### src/design/sia_pkg.sv
// Purpose: constants and carriers for the sensor interrupt and indirect access slice
// Assumes: byte-wide register port from the control-bus slave on core_clk
// Notes: offsets are byte addresses on the control bus
package sia_pkg;
    localparam logic [7:0] SIA_RISE_MASK_OFS = 8'h7E;
    localparam logic [7:0] SIA_FALL_MASK_OFS = 8'h7F;
    localparam logic [7:0] SIA_RSVD_A0_OFS = 8'hA0;
    localparam logic [7:0] SIA_REFCLK_OFS = 8'hA5;
    localparam logic [7:0] SIA_RSVD_A7_OFS = 8'hA7;
    localparam logic [7:0] SIA_IND_CTL_OFS = 8'hB0;
    localparam logic [7:0] SIA_IND_OFFSET_OFS = 8'hB1;
    localparam logic [7:0] SIA_IND_WINDOW_OFS = 8'hB2;

    localparam logic [7:0] SIA_MASK_RST = 8'h00;
    localparam logic [7:0] SIA_REFCLK_RST = 8'h00;
    localparam logic [7:0] SIA_OFFSET_RST = 8'h00;
    localparam logic [3:0] SIA_TARGET_RST = 4'h0;
    localparam logic [7:0] SIA_OFFSET_STEP = 8'h01;

    // control register field positions
    localparam int SIA_PREFETCH_BIT = 0;
    localparam int SIA_AUTOSTEP_BIT = 1;
    localparam int SIA_TARGET_LSB = 2;
    localparam int SIA_TARGET_MSB = 5;

    // indirect target codes
    localparam logic [3:0] SIA_TGT_PATGEN = 4'h0;
    localparam logic [3:0] SIA_TGT_RX0 = 4'h1;
    localparam logic [3:0] SIA_TGT_RX1 = 4'h2;
    localparam logic [3:0] SIA_TGT_RX_SHARED = 4'h5;
    localparam logic [3:0] SIA_TGT_RX_BOTH = 4'h6;
    localparam logic [3:0] SIA_TGT_OUTPUT = 4'h7;

    typedef struct packed {
        logic wr;
        logic rd;
        logic [7:0] addr;
        logic [7:0] wdata;
    } sia_reg_req_t;

    typedef struct packed {
        logic wr_stb;
        logic rd_stb;
        logic [1:0] rx_wr_mask;
        logic [3:0] target;
        logic [7:0] offset;
        logic [7:0] wdata;
    } sia_ind_req_t;
endpackage

### src/design/sia_regs.sv
// Purpose: per-port sensor edge interrupt masks, refclk rate readout, indirect access port
// Assumes: reg_req is one-cycle strobes on core_clk; port select comes from the hub's select reg
// Notes: read data appears one cycle after the read strobe
`timescale 1ns/10ps
module sia_regs
    import sia_pkg::*;
#(
    parameter int NPORTS = 2
) (
    input wire logic core_clk,
    input wire logic rstn,
    input wire sia_reg_req_t reg_req,
    input wire logic [NPORTS-1:0] port_wr_mask,
    input wire logic port_rd_sel,
    input wire logic [NPORTS-1:0][7:0] sensor_status_bits,
    input wire logic [NPORTS-1:0][7:0] rise_clear,
    input wire logic [NPORTS-1:0][7:0] fall_clear,
    input wire logic [7:0] refclk_rate_meas,
    input wire logic [7:0] ind_rdata,
    output logic [7:0] reg_rdata_q,
    output logic [NPORTS-1:0][7:0] rise_edge_latched_status,
    output logic [NPORTS-1:0][7:0] fall_edge_latched_status,
    output sia_ind_req_t ind_req_q
);
    logic [NPORTS-1:0][7:0] rise_edge_mask;
    logic [NPORTS-1:0][7:0] fall_edge_mask;
    logic [NPORTS-1:0][7:0] sts_meta_q;
    logic [NPORTS-1:0][7:0] sts_sync_q;
    logic [NPORTS-1:0][7:0] sts_prev_q;
    logic [NPORTS-1:0][7:0] rise_ev;
    logic [NPORTS-1:0][7:0] fall_ev;
    logic [NPORTS-1:0][7:0] rise_keep;
    logic [7:0] reference_clock_rate;
    logic indirect_prefetch_enable;
    logic indirect_offset_autostep;
    logic [7:0] rdata_d;
    logic wr_ctl;
    logic wr_ofs;
    logic wr_win;
    logic rd_win;

    assign wr_ctl = reg_req.wr && reg_req.addr == SIA_IND_CTL_OFS;
    assign wr_ofs = reg_req.wr && reg_req.addr == SIA_IND_OFFSET_OFS;
    assign wr_win = reg_req.wr && reg_req.addr == SIA_IND_WINDOW_OFS;
    assign rd_win = reg_req.rd && reg_req.addr == SIA_IND_WINDOW_OFS;

    genvar p;
    generate
        for (p = 0; p < NPORTS; p++) begin : g_port
            // status comes from the link side, so two flops before any edge logic
            always_ff @(posedge core_clk or negedge rstn) begin
                if (!rstn) begin
                    sts_meta_q[p] <= 8'h00;
                    sts_sync_q[p] <= 8'h00;
                    sts_prev_q[p] <= 8'h00;
                end else begin
                    sts_meta_q[p] <= sensor_status_bits[p];
                    sts_sync_q[p] <= sts_meta_q[p];
                    sts_prev_q[p] <= sts_sync_q[p];
                end
            end

            always_ff @(posedge core_clk or negedge rstn) begin
                if (!rstn) begin
                    rise_edge_mask[p] <= SIA_MASK_RST;
                    fall_edge_mask[p] <= SIA_MASK_RST;
                end else if (reg_req.wr && port_wr_mask[p]) begin
                    if (reg_req.addr == SIA_RISE_MASK_OFS) begin
                        rise_edge_mask[p] <= reg_req.wdata;
                    end
                    if (reg_req.addr == SIA_FALL_MASK_OFS) begin
                        fall_edge_mask[p] <= reg_req.wdata;
                    end
                end
            end

            assign rise_ev[p] = sts_sync_q[p] & ~sts_prev_q[p] & rise_edge_mask[p];
            assign fall_ev[p] = ~sts_sync_q[p] & sts_prev_q[p] & fall_edge_mask[p];
            assign rise_keep[p] = rise_edge_latched_status[p] & ~rise_clear[p];

            // a new edge wins over a clear in the same cycle
            always_ff @(posedge core_clk or negedge rstn) begin
                if (!rstn) begin
                    rise_edge_latched_status[p] <= 8'h00;
                    fall_edge_latched_status[p] <= 8'h00;
                end else begin
                    rise_edge_latched_status[p] <= rise_keep[p] | rise_ev[p];
                    fall_edge_latched_status[p] <=
                        (fall_edge_latched_status[p] & ~fall_clear[p]) | fall_ev[p];
                end
            end

            rise_latch_a: assert property (@(posedge core_clk) disable iff (!rstn)
                (rise_ev[p] != 8'h00) |=>
                ((rise_edge_latched_status[p] & $past(rise_ev[p])) == $past(rise_ev[p])))
                else $error("rise edge not latched");
            fall_latch_a: assert property (@(posedge core_clk) disable iff (!rstn)
                (fall_ev[p] != 8'h00) |=>
                ((fall_edge_latched_status[p] & $past(fall_ev[p])) == $past(fall_ev[p])))
                else $error("fall edge not latched");
            sticky_status_a: assert property (@(posedge core_clk) disable iff (!rstn)
                1'b1 |=>
                ((rise_edge_latched_status[p] & $past(rise_keep[p])) == $past(rise_keep[p])))
                else $error("latched bit lost without clear");
            port_isolate_a: assert property (@(posedge core_clk) disable iff (!rstn)
                (!port_wr_mask[p]) |=> $stable(rise_edge_mask[p]) && $stable(fall_edge_mask[p]))
                else $error("mask of unselected port changed");
        end
    endgenerate

    // plain capture; host double-reads because this is not held for the read path
    always_ff @(posedge core_clk or negedge rstn) begin
        if (!rstn) begin
            reference_clock_rate <= SIA_REFCLK_RST;
        end else begin
            reference_clock_rate <= refclk_rate_meas;
        end
    end

    always_ff @(posedge core_clk or negedge rstn) begin
        if (!rstn) begin
            ind_req_q.target <= SIA_TARGET_RST;
            indirect_offset_autostep <= 1'b0;
            indirect_prefetch_enable <= 1'b0;
        end else if (wr_ctl) begin
            ind_req_q.target <= reg_req.wdata[SIA_TARGET_MSB:SIA_TARGET_LSB];
            indirect_offset_autostep <= reg_req.wdata[SIA_AUTOSTEP_BIT];
            indirect_prefetch_enable <= reg_req.wdata[SIA_PREFETCH_BIT];
        end
    end

    always_ff @(posedge core_clk or negedge rstn) begin
        if (!rstn) begin
            ind_req_q.offset <= SIA_OFFSET_RST;
        end else if (wr_ofs) begin
            ind_req_q.offset <= reg_req.wdata;
        end else if ((wr_win || rd_win) && indirect_offset_autostep) begin
            ind_req_q.offset <= ind_req_q.offset + SIA_OFFSET_STEP;
        end
    end

    // strobes use the offset of the same edge, so a prefetch sees the new offset
    always_ff @(posedge core_clk or negedge rstn) begin
        if (!rstn) begin
            ind_req_q.wr_stb <= 1'b0;
            ind_req_q.rd_stb <= 1'b0;
            ind_req_q.rx_wr_mask <= 2'h0;
            ind_req_q.wdata <= 8'h00;
        end else begin
            ind_req_q.wr_stb <= wr_win;
            ind_req_q.rd_stb <= indirect_prefetch_enable &&
                (wr_ofs || (rd_win && indirect_offset_autostep));
            if (wr_win) begin
                ind_req_q.wdata <= reg_req.wdata;
            end
            case (ind_req_q.target)
                SIA_TGT_RX0: ind_req_q.rx_wr_mask <= {1'b0, wr_win};
                SIA_TGT_RX1: ind_req_q.rx_wr_mask <= {wr_win, 1'b0};
                SIA_TGT_RX_BOTH: ind_req_q.rx_wr_mask <= {wr_win, wr_win};
                default: ind_req_q.rx_wr_mask <= 2'h0;
            endcase
        end
    end

    always_comb begin
        rdata_d = 8'h00;
        case (reg_req.addr)
            SIA_RISE_MASK_OFS: rdata_d = rise_edge_mask[port_rd_sel];
            SIA_FALL_MASK_OFS: rdata_d = fall_edge_mask[port_rd_sel];
            SIA_REFCLK_OFS: rdata_d = reference_clock_rate;
            SIA_IND_CTL_OFS: rdata_d = {2'b00, ind_req_q.target,
                indirect_offset_autostep, indirect_prefetch_enable};
            SIA_IND_OFFSET_OFS: rdata_d = ind_req_q.offset;
            SIA_IND_WINDOW_OFS: rdata_d = ind_rdata;
            default: rdata_d = 8'h00;
        endcase
    end

    always_ff @(posedge core_clk or negedge rstn) begin
        if (!rstn) begin
            reg_rdata_q <= 8'h00;
        end else if (reg_req.rd) begin
            reg_rdata_q <= rdata_d;
        end
    end

    refclk_read_a: assert property (@(posedge core_clk) disable iff (!rstn)
        (reg_req.rd && reg_req.addr == SIA_REFCLK_OFS) |=>
        reg_rdata_q == $past(reference_clock_rate))
        else $error("refclk read mismatch");
    ctl_reserved_a: assert property (@(posedge core_clk) disable iff (!rstn)
        (reg_req.rd && reg_req.addr == SIA_IND_CTL_OFS) |=> reg_rdata_q[7:6] == 2'b00)
        else $error("reserved control bits not zero");
    target_store_a: assert property (@(posedge core_clk) disable iff (!rstn)
        wr_ctl |=> ind_req_q.target == $past(reg_req.wdata[5:2]))
        else $error("target select not stored");
    both_ports_a: assert property (@(posedge core_clk) disable iff (!rstn)
        (wr_win && ind_req_q.target == SIA_TGT_RX_BOTH) |=>
        ind_req_q.wr_stb && ind_req_q.rx_wr_mask == 2'b11)
        else $error("broadcast write missing");
    offset_step_a: assert property (@(posedge core_clk) disable iff (!rstn)
        ((wr_win || rd_win) && !wr_ofs && indirect_offset_autostep) |=>
        ind_req_q.offset == 8'($past(ind_req_q.offset) + 8'h01))
        else $error("offset not stepped");
    prefetch_ofs_a: assert property (@(posedge core_clk) disable iff (!rstn)
        (wr_ofs && indirect_prefetch_enable) |=>
        ind_req_q.rd_stb && ind_req_q.offset == $past(reg_req.wdata))
        else $error("no prefetch on offset write");
    prefetch_win_a: assert property (@(posedge core_clk) disable iff (!rstn)
        (rd_win && indirect_prefetch_enable && indirect_offset_autostep) |=> ind_req_q.rd_stb)
        else $error("no prefetch on window read");
    window_read_a: assert property (@(posedge core_clk) disable iff (!rstn)
        rd_win |=> reg_rdata_q == $past(ind_rdata) && !ind_req_q.wr_stb)
        else $error("window read data wrong");
endmodule

### config.mk
export PLATFORM = sky130hd
export DESIGN_NAME = sia_regs
export DESIGN_NICKNAME = d
export VERILOG_FILES = /design/src/design/sia_pkg.sv /design/src/design/sia_regs.sv
export SDC_FILE = /design/constraint.sdc
export NUM_CORES = 1
export LEC_CHECK = 0
export BUFFER_PORTS_ARGS = -buffer_cell sky130_fd_sc_hd__buf_4
export CAP_MARGIN = 25
export CORE_MARGIN = 4
export CORE_UTILIZATION = 40
export DETAILED_ROUTE_END_ITERATION = 12
export SYNTH_ARGS = -nofsm -noshare
export SYNTH_HDL_FRONTEND = slang
export SYNTH_SLANG_ARGS = --single-unit
### constraint.sdc
create_clock -name core_clk -period 2.1 [get_ports core_clk]
set_input_delay 0.21 -clock core_clk [delete_from_list [all_inputs] [get_ports core_clk]]
set_output_delay 0.21 -clock core_clk [all_outputs]
set_load 0.02 [all_outputs]
### Yosys cells after proc, flatten, opt, wreduce, memory -nomap -nowiden

Cells that the tools add are included.

* bits in registers: 154
* bits in latches: 0
* RAM bits: 0
* ROM bits: 0
* input port bits: 87
* output and inout port bits: 64
* word-level logic and storage cells: 83
* memories kept: 0

* add/subtract/negate cells: 1
* multipliers: 0
* divide/modulo/power cells: 0
* $lt $le $gt $ge: 1
* equality and inequality tests: 9
* shift operators: 0
* multiplexer cells: 8
* bitwise gates (word level): 24
* reductions and logical operators: 16

Operators by type and width (number)
* $and 8x8->8: 12
* $not 8->8: 8
* $mux 8: 6
* $pmux 8 s6: 1
* $eq 8x8->1 const B: 4
* $or 8x8->8: 4
* $eq 8x7->1 const B: 2
* $logic_and 1x1->1: 9
* $add 8x1->8 const B: 1
* $reduce_and 2->1: 4
* $pmux 2 s3: 1
* $eq 4x1->1 const B: 1
* $eq 4x2->1 const B: 1
* $eq 4x3->1 const B: 1
* $logic_or 1x1->1: 2
* $lt 1x2->1 const B: 1
* $reduce_bool 2->1: 1

### Depth between registers and ports, before layout

* word-level depth: 6
* mapped depth: 7

### Worst setup path after synthesis

Ideal clock, no wire load.

* kind: input -> register
* from: in reg_req[14] (netlist bit)
* to: reg ind_req_q[16] (netlist bit)
* arrival time: 1.546 ns
* data required time: 1.975 ns
* path slack: 0.429 ns
* stages on the path: 5
* path through: nor4b_4 buf_6 nand3_4 nor4b_4 mux2_2

* word-level cells in the longest chain between the ends: 2

Ends and longest elaborated chain
* start, declared: line sia_regs.sv:12 `input wire sia_reg_req_t reg_req,`
* $eq 8x8->1: line sia_regs.sv:42 `assign wr_ctl = reg_req.wr && reg_req.addr == SIA_IND_CTL_OFS;`
* $logic_and 1x1->1: line sia_regs.sv:42
* end, declared: line sia_regs.sv:23 `output sia_ind_req_t ind_req_q`

No other way between the ends.
A chain may end at the register's enable or synchronous reset.

### Worst setup path after layout

* from: reg indirect_offset_autostep
* to: reg ind_req_q[8] (netlist bit)

* word-level cells in the longest chain between the ends: 2

Ends and longest elaborated chain
* start, declared: line sia_regs.sv:35 `logic indirect_offset_autostep;`
* start signal, assigned: line sia_regs.sv:127 `indirect_offset_autostep <= reg_req.wdata[SIA_AUTOSTEP_BIT];`
* $logic_and 1x1->1: line sia_regs.sv:137 `end else if ((wr_win || rd_win) && indirect_offset_autostep) begin`
* $reduce_bool 2->1 (no source line)

No other way between the ends.

==> results.cfg <==
[setup_path]
crit_type = flop to flop
endpoint_kind = flop
cp_cell_sequence = and3b_1, o211a_1, or2_1, a221o_1
arrival_ps = 1960
worstPathRequired_ps = 2400
crit_path_top_delay_cell = dfrtp_1
cpLargestDelayFamily = compound AO/OA/AOI/OAI gates
crit_fanout = 9
critPathMaxStageDelay_ps = 430
start_kind = flop
cp_num_buf_inv = 0

[finish]
n_antenna_cell = 0
layout.nets = 789
multi_input_area_um2 = 2040
layout-drive-gt1-share_pct = 36.8
syn2layout_area_growth_pct = 42.4
register_area_um2 = 3850
nFillCells = 1214
postLayoutCoreUtil_pct = 59.1

[clock_tree]
cts_tree = yes
cts-resized-gates = 0
cts_sinks = 154
cts_buffer_depth = 2
cts.reportedPaths.clkPinSlew_ps = 60
clock-root-buffer = clkbuf_16
clock_latency_ps = 420
cts_inserted_buffers = 17
cts.htree.levels = 4

[hold_path]
hold_path.class = input port to flop

[synthesis]
syn_area_um2 = 6120
yosys_register_bits = 154
syn_area_per_cell_um2 = 12.9
synth_area_leaders = dfrtp_1, mux2_2, mux2i_1, o22ai_1, nand2_1
synth_nets = 562
async_flop_share_pct = 100
ys_seq_area_share_pct = 62.9
synthFlopType = dfrtp_1
ys_types = 54
syn_inst = 474
yosysTopAreaCell = dfrtp_1
synth_edf_count = 0
yosysTopAreaCellShare_pct = 62.9
yosys_warnings = 0
ys_top_cells_by_count = dfrtp_1, mux2_2, nand2_1
yosys.cell_count.top_type = dfrtp_1

[floorplan]
num_rows = 44
fp.dieArea_um2 = 17300
die_w_um = 132
fp.dieH_um = 132
coreArea_um2 = 14800
start_util_pct = 41.5
io_pins = 151

[pwr]
leakagePower_nw = 4.16
power_frac_seq_pct = 45.8
power_mw = 6.89
p_int_mw = 5.36
power.switching_mw = 1.53
switching_share_pct = 22.2
ir_worst_vdd_v = 0.000516
power_density_nw_per_um2 = 790
p_comb_share_pct = 8.7
power_frac_clock_pct = 45.5

[global_route]
grt_first_pass_wirelength_um = 27200
grt_use_total_pct = 20.0
grt_max_degree = 59
grt_pass1_vias = 5045
antenna_found_initial = 0
grt.overflow.total = 0

[sta]
finalCritPeriodShare_pct = 79.0
finalSetupViolCount = 0
finalHoldViolCount = 0
skew_ps = 6.66
rsz0062_at_grt = false
fmax_mhz = 602
min_period_ps = 1660
finalSetupTns_ps = 0
tightest_slew_ps = 549
relSlewSlack_pct = 63.4
finalMaxSlewViolations = 0
whs_ps = 89.2

[detailed_routing]
wl_per_cell_um = 18.5
dr.pass1.iters = 4
drt-vias-per-instance = 5.14
drt_iter0_drc = 255
drc_errors = 0
antenna_left = 0
vias = 4613
wirelength_um = 16600

[placed_design]
routabilityCongestion = 0.899
dp_hpwl_um = 12000
portBuffers = 150

[flow_run]
drv_cap = 0

[status]
status = completed
[power by group through the flow]
stage	logic, mW	registers, mW	clock network, mW
finish	0.600	3.15	3.13
global route	0.655	3.17	3.35
CTS	0.608	3.15	3.22
detailed placement	0.522	3.21	0
global placement	0.512	3.20	0
floorplan	0.142	3.24	0
[layout by cell type (no fill, tap or decap), types with 16 or more instances in the layout]
cell type      instances
nor2_1                20
mux2i_1               21
nand2_1               37
dfrtp_1              154
inv_1                 36
mux2_2                50
o22ai_1               24
nand3b_1              16
clkbuf_16             17
buf_4                163
dlygate4sd3_1         57
o21ai_0               21
[logic make-up (layout without fill, tap and decap cells)]
logic type	Yosys count	after routing	share of synthesized area, %
AND/OR/NAND/NOR	117	117	11.6
flip-flops	154	154	62.9
multiplexers	71	71	12.6
AO/OA/AOI/OAI	80	80	8.83
adder cells (fa/ha/maj)	1	1	0.204
buffers and inverters	51	291	3.74
[through the flow]
| step | instances | setup WS [ps] | cell area (um2) |
|---|---|---|---|
| 2_1_floorplan | 474 | 429 | 6120 |
| 3_3_place_gp | 809 | 200 | 7530 |
| 3_5_place_dp | 809 | 152 | 7530 |
| 4_1_cts | 898 | 450 | 8720 |
| 5_1_grt | 898 | 355 | 8720 |
| 6_report | 898 | 440 | 8720 |
[per-layer routing]
layer | vias up | track usage [%] | routed length [um]
li1 | 2153 | - | -
met1 | 2304 | 25.2 | 7020
met2 | 125 | 31.5 | 7950
met3 | 31 | 6.57 | 1060
met4 | 0 | 9.04 | 548
met5 | - | 0 | 0
[sequential cells by signal, summed over array words and instances, names as in the netlist, 16 cells and up]
signal	count
fall_edge_latched_status	16
rise_edge_latched_status	16
ind_req_q	24
sts_sync_q	16
fall_edge_mask	16
sts_meta_q	16
sts_prev_q	16
rise_edge_mask	16
[worst paths after layout]
check	from	to	slack, ps	depth (start not counted)
hold / removal	reg_req[7]	ind_req_q[7]$_DFFE_PN0P_	90	2
hold reg to reg	sts_meta_q[6]$_DFF_PN0_	sts_sync_q[6]$_DFF_PN0_	350	0
max in group asynchronous	rstn	ind_req_q[19]$_DFFE_PN0P_	1100	3
setup / recovery	indirect_offset_autostep$_DFFE_PN0P_	ind_req_q[8]$_DFFE_PN0P_	440	4
min in group asynchronous	rstn	rise_edge_latched_status[8]$_DFF_PN0_	330	2
setup reg to reg	indirect_offset_autostep$_DFFE_PN0P_	ind_req_q[8]$_DFFE_PN0P_	440	4
[repair_timing]
item,4_1_cts,5_1_grt
endpoints found under the hold margin,111,0
setup buffers,0,0
hold buffers,57,0
[layout make-up]
cell class              instances  share of cell area (%)
multi-input cells             269                    23.4
repair buffers                223                    21.2
clock inverters                11                    1.64
clock buffers                  21                    5.40
well taps                     184                    2.64
inverters                      36                    1.55
flip-flops and latches        154                    44.2
[worst register-to-register path, stage by stage (launching register included)]
cell and delay [ps]:
dfrtp_1 430, and3b_1 180, o211a_1 310, or2_1 310, a221o_1 310
Note: power is estimated with default switching activity, not from simulation.
